### src/logic/uart_port_pkg.sv
package uart_port_pkg;
    // ----------------------------------------------------------------
    // Geometry
    // ----------------------------------------------------------------
    localparam int ADDR_W      = 3;
    localparam int DATA_W      = 8;
    localparam int FIFO_DEPTH  = 32;
    localparam int CNT_W       = 6;
    // ----------------------------------------------------------------
    // Register indices
    // ----------------------------------------------------------------
    localparam logic [2:0] REG_DATA   = 3'h0;
    localparam logic [2:0] REG_IRQEN  = 3'h1;
    localparam logic [2:0] REG_IRQID  = 3'h2;
    localparam logic [2:0] REG_MODEM  = 3'h4;
    localparam logic [2:0] REG_STATUS = 3'h5;
    localparam logic [2:0] REG_SCRATCH = 3'h7;
    // ----------------------------------------------------------------
    // Field positions and reset values
    // ----------------------------------------------------------------
    localparam int MODEM_IRQ_OE_BIT = 3;
    localparam int IRQEN_RX_BIT     = 0;
    localparam int IRQEN_TX_BIT     = 1;
    localparam int STAT_RX_BIT      = 0;
    localparam int STAT_TXE_BIT     = 5;
    localparam logic [7:0] MODEM_RST = 8'h00;
    localparam logic [7:0] IRQEN_RST = 8'h00;
    localparam logic [7:0] SCRATCH_RST = 8'h00;
    localparam logic [7:0] IRQID_NONE = 8'h01;
    localparam logic [7:0] IRQID_RX   = 8'h04;
    localparam logic [7:0] IRQID_TX   = 8'h02;
endpackage

### src/logic/uart_chan_regs.sv
`timescale 1ns/10ps
module uart_chan_regs
    import uart_port_pkg::*;
#(
    parameter int DEPTH = FIFO_DEPTH
) (
    input  wire logic              clk_in,
    input  wire logic              rst_in,
    input  wire logic [ADDR_W-1:0] addr_in,
    input  wire logic [DATA_W-1:0] wdata_in,
    input  wire logic              rd_start_in,
    input  wire logic              wr_commit_in,
    input  wire logic              tx_drain_in,
    input  wire logic              rx_push_in,
    input  wire logic [DATA_W-1:0] rx_data_in,
    output logic      [DATA_W-1:0] rdata_out,
    output logic                   irq_out,
    output logic                   irq_oe_out,
    output logic                   tx_ready_n_out,
    output logic                   rx_ready_n_out
);
    // ----------------------------------------------------------------
    // State
    // ----------------------------------------------------------------
    typedef struct packed {
        logic [DATA_W-1:0] modem;
        logic [DATA_W-1:0] irqen;
        logic [DATA_W-1:0] scratch;
        logic [DATA_W-1:0] rdata;
        logic [CNT_W-1:0]  tx_cnt;
        logic [CNT_W-1:0]  rx_cnt;
        logic [4:0]        tx_wp;
        logic [4:0]        tx_rp;
        logic [4:0]        rx_wp;
        logic [4:0]        rx_rp;
    } chan_s;

    chan_s             st_r;
    chan_s             st_nxt;
    logic [DATA_W-1:0] tx_mem [DEPTH];
    logic [DATA_W-1:0] rx_mem [DEPTH];
    logic              tx_full;
    logic              rx_empty;
    logic              rx_pop;
    logic              tx_push;
    logic              irq_lvl;

    assign tx_full  = (st_r.tx_cnt == CNT_W'(DEPTH));
    assign rx_empty = (st_r.rx_cnt == '0);
    assign tx_push  = wr_commit_in && (addr_in == REG_DATA) && !tx_full;
    assign rx_pop   = rd_start_in && (addr_in == REG_DATA) && !rx_empty;
    assign irq_lvl  = (st_r.irqen[IRQEN_RX_BIT] && !rx_empty)
                    || (st_r.irqen[IRQEN_TX_BIT] && (st_r.tx_cnt == '0));

    // ----------------------------------------------------------------
    // Next state
    // ----------------------------------------------------------------
    always_comb begin
        logic       tx_pop;
        logic       rx_ok;
        tx_pop = tx_drain_in && (st_r.tx_cnt != '0);
        rx_ok  = rx_push_in && (st_r.rx_cnt != CNT_W'(DEPTH));
        st_nxt = st_r;
        if (rd_start_in) begin
            case (addr_in)
                REG_DATA:    st_nxt.rdata = rx_empty ? '0 : rx_mem[st_r.rx_rp];
                REG_IRQEN:   st_nxt.irqen = st_r.irqen;
                REG_IRQID:   st_nxt.rdata = (!rx_empty && st_r.irqen[IRQEN_RX_BIT])
                                 ? IRQID_RX : (irq_lvl ? IRQID_TX : IRQID_NONE);
                REG_MODEM:   st_nxt.rdata = st_r.modem;
                REG_STATUS:  st_nxt.rdata = {2'h0, st_r.tx_cnt == '0, 4'h0, !rx_empty};
                REG_SCRATCH: st_nxt.rdata = st_r.scratch;
                default:     st_nxt.rdata = '0;
            endcase
            if (addr_in == REG_IRQEN) begin
                st_nxt.rdata = st_r.irqen;
            end
        end
        if (wr_commit_in) begin
            case (addr_in)
                REG_IRQEN:   st_nxt.irqen   = wdata_in;
                REG_MODEM:   st_nxt.modem   = wdata_in;
                REG_SCRATCH: st_nxt.scratch = wdata_in;
                default:     st_nxt.scratch = st_r.scratch;
            endcase
        end
        if (tx_push) begin
            st_nxt.tx_wp = st_r.tx_wp + 5'h1;
        end
        if (tx_pop) begin
            st_nxt.tx_rp = st_r.tx_rp + 5'h1;
        end
        st_nxt.tx_cnt = st_r.tx_cnt + CNT_W'(tx_push) - CNT_W'(tx_pop);
        if (rx_ok) begin
            st_nxt.rx_wp = st_r.rx_wp + 5'h1;
        end
        if (rx_pop) begin
            st_nxt.rx_rp = st_r.rx_rp + 5'h1;
        end
        st_nxt.rx_cnt = st_r.rx_cnt + CNT_W'(rx_ok) - CNT_W'(rx_pop);
    end

    always_ff @(posedge clk_in) begin
        if (rst_in) begin
            st_r       <= '0;
            st_r.modem <= MODEM_RST;
            st_r.irqen <= IRQEN_RST;
            st_r.scratch <= SCRATCH_RST;
        end else begin
            st_r <= st_nxt;
        end
        if (tx_push) begin
            tx_mem[st_r.tx_wp] <= wdata_in;
        end
        if (rx_push_in && (st_r.rx_cnt != CNT_W'(DEPTH))) begin
            rx_mem[st_r.rx_wp] <= rx_data_in;
        end
    end

    assign rdata_out      = st_r.rdata;
    assign irq_out        = irq_lvl;
    assign irq_oe_out     = st_r.modem[MODEM_IRQ_OE_BIT];
    assign tx_ready_n_out = tx_full;
    assign rx_ready_n_out = rx_empty;
endmodule

### src/logic/dual_uart_host_bus_port.sv
`timescale 1ns/10ps
module dual_uart_host_bus_port
    import uart_port_pkg::*;
#(
    parameter int DEPTH = FIFO_DEPTH
) (
    input  wire logic              clk_in,
    input  wire logic              rst_in,
    input  wire logic [ADDR_W-1:0] addr_in,
    input  wire logic [DATA_W-1:0] data_in,
    output logic      [DATA_W-1:0] data_out,
    output logic                   data_oe_out,
    input  wire logic              read_strobe_n_in,
    input  wire logic              write_strobe_n_in,
    input  wire logic              chan_a_select_n_in,
    input  wire logic              chan_b_select_n_in,
    input  wire logic [1:0]        tx_drain_in,
    input  wire logic [1:0]        rx_push_in,
    input  wire logic [DATA_W-1:0] rx_data_in,
    output logic                   chan_a_irq_out,
    output logic                   chan_a_irq_oe_out,
    output logic                   chan_b_irq_out,
    output logic                   chan_b_irq_oe_out,
    output logic                   chan_a_user_out2_n_out,
    output logic                   chan_b_user_out2_n_out,
    output logic                   chan_a_tx_ready_n_out,
    output logic                   chan_a_rx_ready_n_out,
    output logic                   chan_b_tx_ready_n_out,
    output logic                   chan_b_rx_ready_n_out
);
    // ----------------------------------------------------------------
    // Pin synchronisers and state
    // ----------------------------------------------------------------
    typedef struct packed {
        logic [2:0]        rd_sync;
        logic [2:0]        wr_sync;
        logic [2:0]        csa_sync;
        logic [2:0]        csb_sync;
        logic              rd_lvl;
        logic              wr_lvl;
        logic              csa_lvl;
        logic              csb_lvl;
        logic [1:0]        rd_chan;
        logic [1:0]        wr_chan;
        logic [ADDR_W-1:0] wr_addr;
        logic [DATA_W-1:0] wr_data;
        logic              oe;
        logic [DATA_W-1:0] dout;
        logic [1:0]        irq;
        logic [1:0]        irq_oe;
        logic [1:0]        out2_n;
        logic [1:0]        txr_n;
        logic [1:0]        rxr_n;
    } port_s;

    port_s             st_r;
    port_s             st_nxt;
    logic [1:0]        rd_start;
    logic [1:0]        wr_commit;
    logic [DATA_W-1:0] ch_rdata [2];
    logic [1:0]        ch_irq;
    logic [1:0]        ch_irq_oe;
    logic [1:0]        ch_txr_n;
    logic [1:0]        ch_rxr_n;
    logic              rd_fall;
    logic              wr_rise;
    logic              wr_fall;
    logic [1:0]        sel_n_now;

    // Stage 2 and 3 agreement marks a settled level
    assign rd_fall = st_r.rd_lvl && (st_r.rd_sync[2:1] == 2'b00);
    assign wr_fall = st_r.wr_lvl && (st_r.wr_sync[2:1] == 2'b00);
    assign wr_rise = !st_r.wr_lvl && (st_r.wr_sync[2:1] == 2'b11);

    // Select level settled at this edge, even when it moved with the strobe
    assign sel_n_now[0] = (st_r.csa_sync[2] == st_r.csa_sync[1])
                        ? st_r.csa_sync[2] : st_r.csa_lvl;
    assign sel_n_now[1] = (st_r.csb_sync[2] == st_r.csb_sync[1])
                        ? st_r.csb_sync[2] : st_r.csb_lvl;

    // ----------------------------------------------------------------
    // Channels
    // ----------------------------------------------------------------
    for (genvar c = 0; c < 2; c++) begin : g_chan
        assign rd_start[c]  = rd_fall && !sel_n_now[c];
        assign wr_commit[c] = wr_rise && st_r.wr_chan[c];
        uart_chan_regs #(
            .DEPTH (DEPTH)
        ) u_chan (
            .clk_in         (clk_in),
            .rst_in         (rst_in),
            .addr_in        (wr_commit[c] ? st_r.wr_addr : addr_in),
            .wdata_in       (st_r.wr_data),
            .rd_start_in    (rd_start[c]),
            .wr_commit_in   (wr_commit[c]),
            .tx_drain_in    (tx_drain_in[c]),
            .rx_push_in     (rx_push_in[c]),
            .rx_data_in     (rx_data_in),
            .rdata_out      (ch_rdata[c]),
            .irq_out        (ch_irq[c]),
            .irq_oe_out     (ch_irq_oe[c]),
            .tx_ready_n_out (ch_txr_n[c]),
            .rx_ready_n_out (ch_rxr_n[c])
        );
    end

    // ----------------------------------------------------------------
    // Bus sequencing
    // ----------------------------------------------------------------
    always_comb begin
        st_nxt          = st_r;
        st_nxt.rd_sync  = {st_r.rd_sync[1:0], read_strobe_n_in};
        st_nxt.wr_sync  = {st_r.wr_sync[1:0], write_strobe_n_in};
        st_nxt.csa_sync = {st_r.csa_sync[1:0], chan_a_select_n_in};
        st_nxt.csb_sync = {st_r.csb_sync[1:0], chan_b_select_n_in};
        if (st_r.rd_sync[2] == st_r.rd_sync[1]) begin
            st_nxt.rd_lvl = st_r.rd_sync[2];
        end
        if (st_r.wr_sync[2] == st_r.wr_sync[1]) begin
            st_nxt.wr_lvl = st_r.wr_sync[2];
        end
        if (st_r.csa_sync[2] == st_r.csa_sync[1]) begin
            st_nxt.csa_lvl = st_r.csa_sync[2];
        end
        if (st_r.csb_sync[2] == st_r.csb_sync[1]) begin
            st_nxt.csb_lvl = st_r.csb_sync[2];
        end
        if (rd_fall) begin
            st_nxt.rd_chan = rd_start;
        end
        if (!st_r.rd_lvl && st_r.rd_sync[2:1] == 2'b11) begin
            st_nxt.rd_chan = 2'b00;
        end
        if (wr_fall) begin
            st_nxt.wr_chan = ~sel_n_now;
        end
        if (!st_r.wr_lvl) begin
            st_nxt.wr_addr = addr_in;
            st_nxt.wr_data = data_in;
        end
        if (wr_rise) begin
            st_nxt.wr_chan = 2'b00;
        end
        st_nxt.oe   = (st_r.rd_chan != 2'b00);
        st_nxt.dout = st_r.rd_chan[1] ? ch_rdata[1] : ch_rdata[0];
        st_nxt.irq    = ch_irq;
        st_nxt.irq_oe = ch_irq_oe;
        st_nxt.out2_n = ~ch_irq_oe;
        st_nxt.txr_n  = ch_txr_n;
        st_nxt.rxr_n  = ch_rxr_n;
    end

    always_ff @(posedge clk_in) begin
        if (rst_in) begin
            st_r          <= '0;
            st_r.rd_sync  <= 3'h7;
            st_r.wr_sync  <= 3'h7;
            st_r.csa_sync <= 3'h7;
            st_r.csb_sync <= 3'h7;
            st_r.rd_lvl   <= 1'b1;
            st_r.wr_lvl   <= 1'b1;
            st_r.csa_lvl  <= 1'b1;
            st_r.csb_lvl  <= 1'b1;
            st_r.out2_n   <= 2'h3;
            st_r.txr_n    <= 2'h0;
            st_r.rxr_n    <= 2'h3;
        end else begin
            st_r <= st_nxt;
        end
    end

    assign data_out               = st_r.dout;
    assign data_oe_out            = st_r.oe;
    assign chan_a_irq_out         = st_r.irq[0];
    assign chan_b_irq_out         = st_r.irq[1];
    assign chan_a_irq_oe_out      = st_r.irq_oe[0];
    assign chan_b_irq_oe_out      = st_r.irq_oe[1];
    assign chan_a_user_out2_n_out = st_r.out2_n[0];
    assign chan_b_user_out2_n_out = st_r.out2_n[1];
    assign chan_a_tx_ready_n_out  = st_r.txr_n[0];
    assign chan_a_rx_ready_n_out  = st_r.rxr_n[0];
    assign chan_b_tx_ready_n_out  = st_r.txr_n[1];
    assign chan_b_rx_ready_n_out  = st_r.rxr_n[1];

    // ----------------------------------------------------------------
    // Checks
    // ----------------------------------------------------------------
    AST_OUT2_A: assert property (@(posedge clk_in) disable iff (rst_in)
        chan_a_irq_oe_out |-> !chan_a_user_out2_n_out)
        else $error("out2 A not low while irq A driven");
    AST_OUT2_FLOAT_A: assert property (@(posedge clk_in) disable iff (rst_in)
        !chan_a_irq_oe_out |-> chan_a_user_out2_n_out)
        else $error("out2 A not high while irq A floats");
    AST_OUT2_B: assert property (@(posedge clk_in) disable iff (rst_in)
        chan_b_irq_oe_out != chan_b_user_out2_n_out)
        else $error("out2 B disagrees with irq B mode");
    AST_OE_READ: assert property (@(posedge clk_in) disable iff (rst_in)
        data_oe_out |-> $past(st_r.rd_chan != 2'b00))
        else $error("data driven outside a read");
    AST_READ_DRIVE: assert property (@(posedge clk_in) disable iff (rst_in)
        rd_fall && !sel_n_now[0] |=> ##1 data_oe_out)
        else $error("selected read did not drive bus");
    AST_READ_HOLD: assert property (@(posedge clk_in) disable iff (rst_in)
        data_oe_out && st_r.rd_lvl == 1'b0 |=> data_oe_out)
        else $error("read data dropped before strobe rise");
    AST_NO_SEL: assert property (@(posedge clk_in) disable iff (rst_in)
        rd_fall && (sel_n_now == 2'b11) |=> ##1 !data_oe_out)
        else $error("unselected read drove bus");
    AST_WR_SEL_B: assert property (@(posedge clk_in) disable iff (rst_in)
        wr_commit[1] |-> $past(st_r.wr_chan[1]))
        else $error("channel B written without select");
    AST_RXR_A: assert property (@(posedge clk_in) disable iff (rst_in)
        rx_push_in[0] && st_r.rxr_n[0] && !rd_start[0] |=> ##1 !chan_a_rx_ready_n_out)
        else $error("rx ready A not shown after byte");
endmodule

### config.mk
export PLATFORM = sky130hd
export DESIGN_NAME = dual_uart_host_bus_port
export DESIGN_NICKNAME = d
export VERILOG_FILES = /design/src/logic/uart_port_pkg.sv /design/src/logic/uart_chan_regs.sv /design/src/logic/dual_uart_host_bus_port.sv
export SDC_FILE = /design/constraint.sdc
export NUM_CORES = 1
export LEC_CHECK = 0
export BUFFER_PORTS_ARGS = -buffer_cell sky130_fd_sc_hd__buf_2
export CAP_MARGIN = 5
export CORE_MARGIN = 1
export CORE_UTILIZATION = 49
export CTS_BUF_LIST = sky130_fd_sc_hd__clkbuf_8 sky130_fd_sc_hd__clkbuf_16
export CTS_CLUSTER_DIAMETER = 40
export DETAILED_ROUTE_END_ITERATION = 7
export GPL_TIMING_DRIVEN = 0
export PLACE_DENSITY = 0.62
export SYNTH_ARGS = -nofsm -noshare
export SYNTH_HDL_FRONTEND = slang
export SYNTH_SLANG_ARGS = --single-unit
### constraint.sdc
create_clock -name clk_in -period 3.65 [get_ports clk_in]
set_clock_uncertainty 0.05 [all_clocks]
set_input_delay 0.1825 -clock clk_in [delete_from_list [all_inputs] [get_ports clk_in]]
set_output_delay 0.1825 -clock clk_in [all_outputs]
set_load 0.01 [all_outputs]
==> results.cfg <==
[global_routing]
busiest_layer = met2
met1_usage = 0.336
grt_util_met3 = 0.0567
grt_pass1_vias = 16200
grt_overflow_total = 0
grt_max_degree = 65
grt_pass1_wl_um = 101000
antenna_found_initial = 1
track_usage = 0.240
met2_usage = 0.372

[setup_path]
path_buf_inv = 5
worstPathCellList = inv_1, ha_1, nand2_1, or2_0, clkbuf_1, a211oi_4, ha_1, inv_1, ha_1, inv_1, fa_1, inv_1, a21oi_1, nor2_1, nor2_1, xor2_1, nor2_1
arrival_ns = 3.83
startpoint_type = register
worstPathMaxFanout = 6
cpMostUsedCell = inv_1
end_kind = register
required_ns = 4.08
crit_type = register to register
critPathTopFamily = adder cells
slowest_stage = a211oi_4
critPathMaxStageDelay_ns = 0.44

[placement]
port_buffers = 45
dp.cells = 2611
gp_congestion = 0.945
placed_area_um2 = 28900
hpwl_um = 44100

[layout]
diodes = 0
post-route-util = 0.581
layout-drive-gt1-share = 0.203
final_cells = 2797
fin_area_um2 = 32300
area_growth_pct = 16.4
finalNetCount = 2056

[synth]
synth_edf_count = 512
synth_area_um2 = 27700
synthFlopType = edfxtp_1
netlist-cell-type-count = 85
syn_nets = 1897
syn_area_per_cell_um2 = 15.3
synth_area_leaders = edfxtp_1 (55%), dfxtp_1 (12%), mux4_2 (8.3%)
synth.top_cell.area_share = 0.554
ys_ff_latch = 680
synth_commonest_cells = edfxtp_1 (512), nor2_1 (187), dfxtp_1 (168)
synthCells = 1814
yosysMostFrequentCell = edfxtp_1
yosysSeqAreaShare = 0.676
synth_warnings = 0
ys_async_sr_fraction = 0
synth_top_cell_by_area = edfxtp_1

[clock_network]
clock_sinks = 680
h-tree-depth = 3
cts-root-buf = clkbuf_16
cts_tree = done
insertion_delay_ns = 0.64
cts_max_path_buffers = 3
cts_made_buffers = 93
cts.clk_slew.worst_paths_ns = 0.06

[sta]
hold_viol = 0
slew_viol_final = 0
period_needed_ns = 3.40
finalCritPeriodShare = 0.931
rsz0062_at_grt = no
fmax_mhz = 294
fin_tns_setup_ns = 0
worst_hold_slack_ns = 0.0777
worstMarginPinSlew_ns = 1.33
setup_violations = 0
max_slew_margin = 0.114

[route]
via_count = 16100
wl_per_cell_um = 24.2
drt-vias-per-instance = 5.77
wirelength_um = 67700
ant_nets = 0
drt_first_pass_iters = 7
drc = 0
drt_iter0_markers = 1472

[pwr]
peakVddDrop_v = 0.000456
power.leakage_uw = 0.0108
powerDensity_nw_per_um2 = 602

[die]
core-area_um2 = 55500
ioPinCount = 48
dieHeight_um = 240
rows = 86
start_util = 0.499
die_w_um = 240
dieArea_um2 = 57500

[run_status]
status = finished, final reports clean

[flow_run]
maxCapViolations = 0

[min_path]
min_path_type = input pin to register
## flip-flops by register name (all words and copies together), names as in the netlist, 2 cells and up, named ones only
name                      flops
g_chan.u_chan.rdata_out      16
st_r                         23
data_out                      8
g_chan.u_chan.irq_oe_out      2
g_chan.u_chan.rx_mem        512
st_nxt                        8
g_chan.u_chan.st_r           90
## cell families after synthesis
| family | count (synthesis) | synth area share |
|---|---|---|
| flops | 680 | 0.676 |
| simple gates | 445 | 0.0761 |
| compound gates | 232 | 0.0555 |
| mux | 222 | 0.130 |
| buf+inv | 149 | 0.0272 |
| fa+ha+maj | 56 | 0.0262 |
| xor+xnor | 30 | 0.00948 |
## area by class of cell
cell class / count / area (um2)
fill: 4364 / 23200
sequential: 680 / 18700
multi-input combinational: 985 / 8270
clock buffer: 94 / 2350
tap: 748 / 936
clock inverter: 77 / 830
buffer: 98 / 563
timing repair buffer: 64 / 400
inverter: 51 / 191
## what timing repair did
item | in CTS | in global routing
buffers inserted | 0 | 0
resized for setup | 0 | 1
endpoints found under the setup margin | 0 | 4
hold buffers | 14 | 0
hold endpoints to repair | 14 | 0
## report_power, final
part	internal (uW)	leakage [uW]	switching, uW
Combinational	657	0.00327	968
Clock	5680	0.00158	3500
Sequential	8540	0.00597	101
Total	14900	0.0108	4570
## through the flow
step	power, uW	setup slack, ns
detailed placement	10400	0.159
floorplan	9920	0.740
global placement	10300	-0.194
global route	20100	0.0101
CTS	19600	0.105
finish	19400	0.251
## layer usage
metal	vias up	routed length, um
li1	7232	-
met1	8128	29400
met2	643	31000
met3	139	5410
met4	0	1870
met5	-	0
## cells in the final DEF, fill, tap and decap left out, drive strengths merged, types with 26 or more instances in the layout
master / instances
buf: 105
a21oi: 81
edfxtp: 512
mux2i: 100
nand2: 112
clkinv: 27
ha: 50
mux4: 107
nor2b: 26
clkbuf: 137
dfxtp: 168
nor2: 189
o21ai: 34
inv: 79
## path summary, 6_finish.rpt
| path | start | end | slack, ns | depth (start not counted) |
|---|---|---|---|---|
| max reg2reg | st_r[49]$_SDFF_PP1_ | g_chan[0].u_chan.st_r[24]$_SDFF_PP0_ | 0.25 | 17 |
| max | st_r[49]$_SDFF_PP1_ | g_chan[0].u_chan.st_r[24]$_SDFF_PP0_ | 0.25 | 17 |
| min reg2reg | st_nxt[39]$_SDFF_PP1_ | st_nxt[40]$_SDFF_PP1_ | 0.35 | 1 |
| min | rx_push_in[1] | g_chan[1].u_chan.st_r[5]$_SDFFE_PP0P_ | 0.08 | 5 |
## worst register-to-register path, cell delays in order, from the launching register on
cell and delay [ns]:
dfxtp_1 0.31, inv_1 0.08, ha_1 0.19, nand2_1 0.21, or2_0 0.28, clkbuf_1 0.23, a211oi_4 0.44, ha_1 0.31
inv_1 0.05, ha_1 0.15, inv_1 0.06, fa_1 0.43, inv_1 0.07, a21oi_1 0.06, nor2_1 0.08, nor2_1 0.05
xor2_1 0.13, nor2_1 0.06
Note: power is estimated with default switching activity, not from simulation.
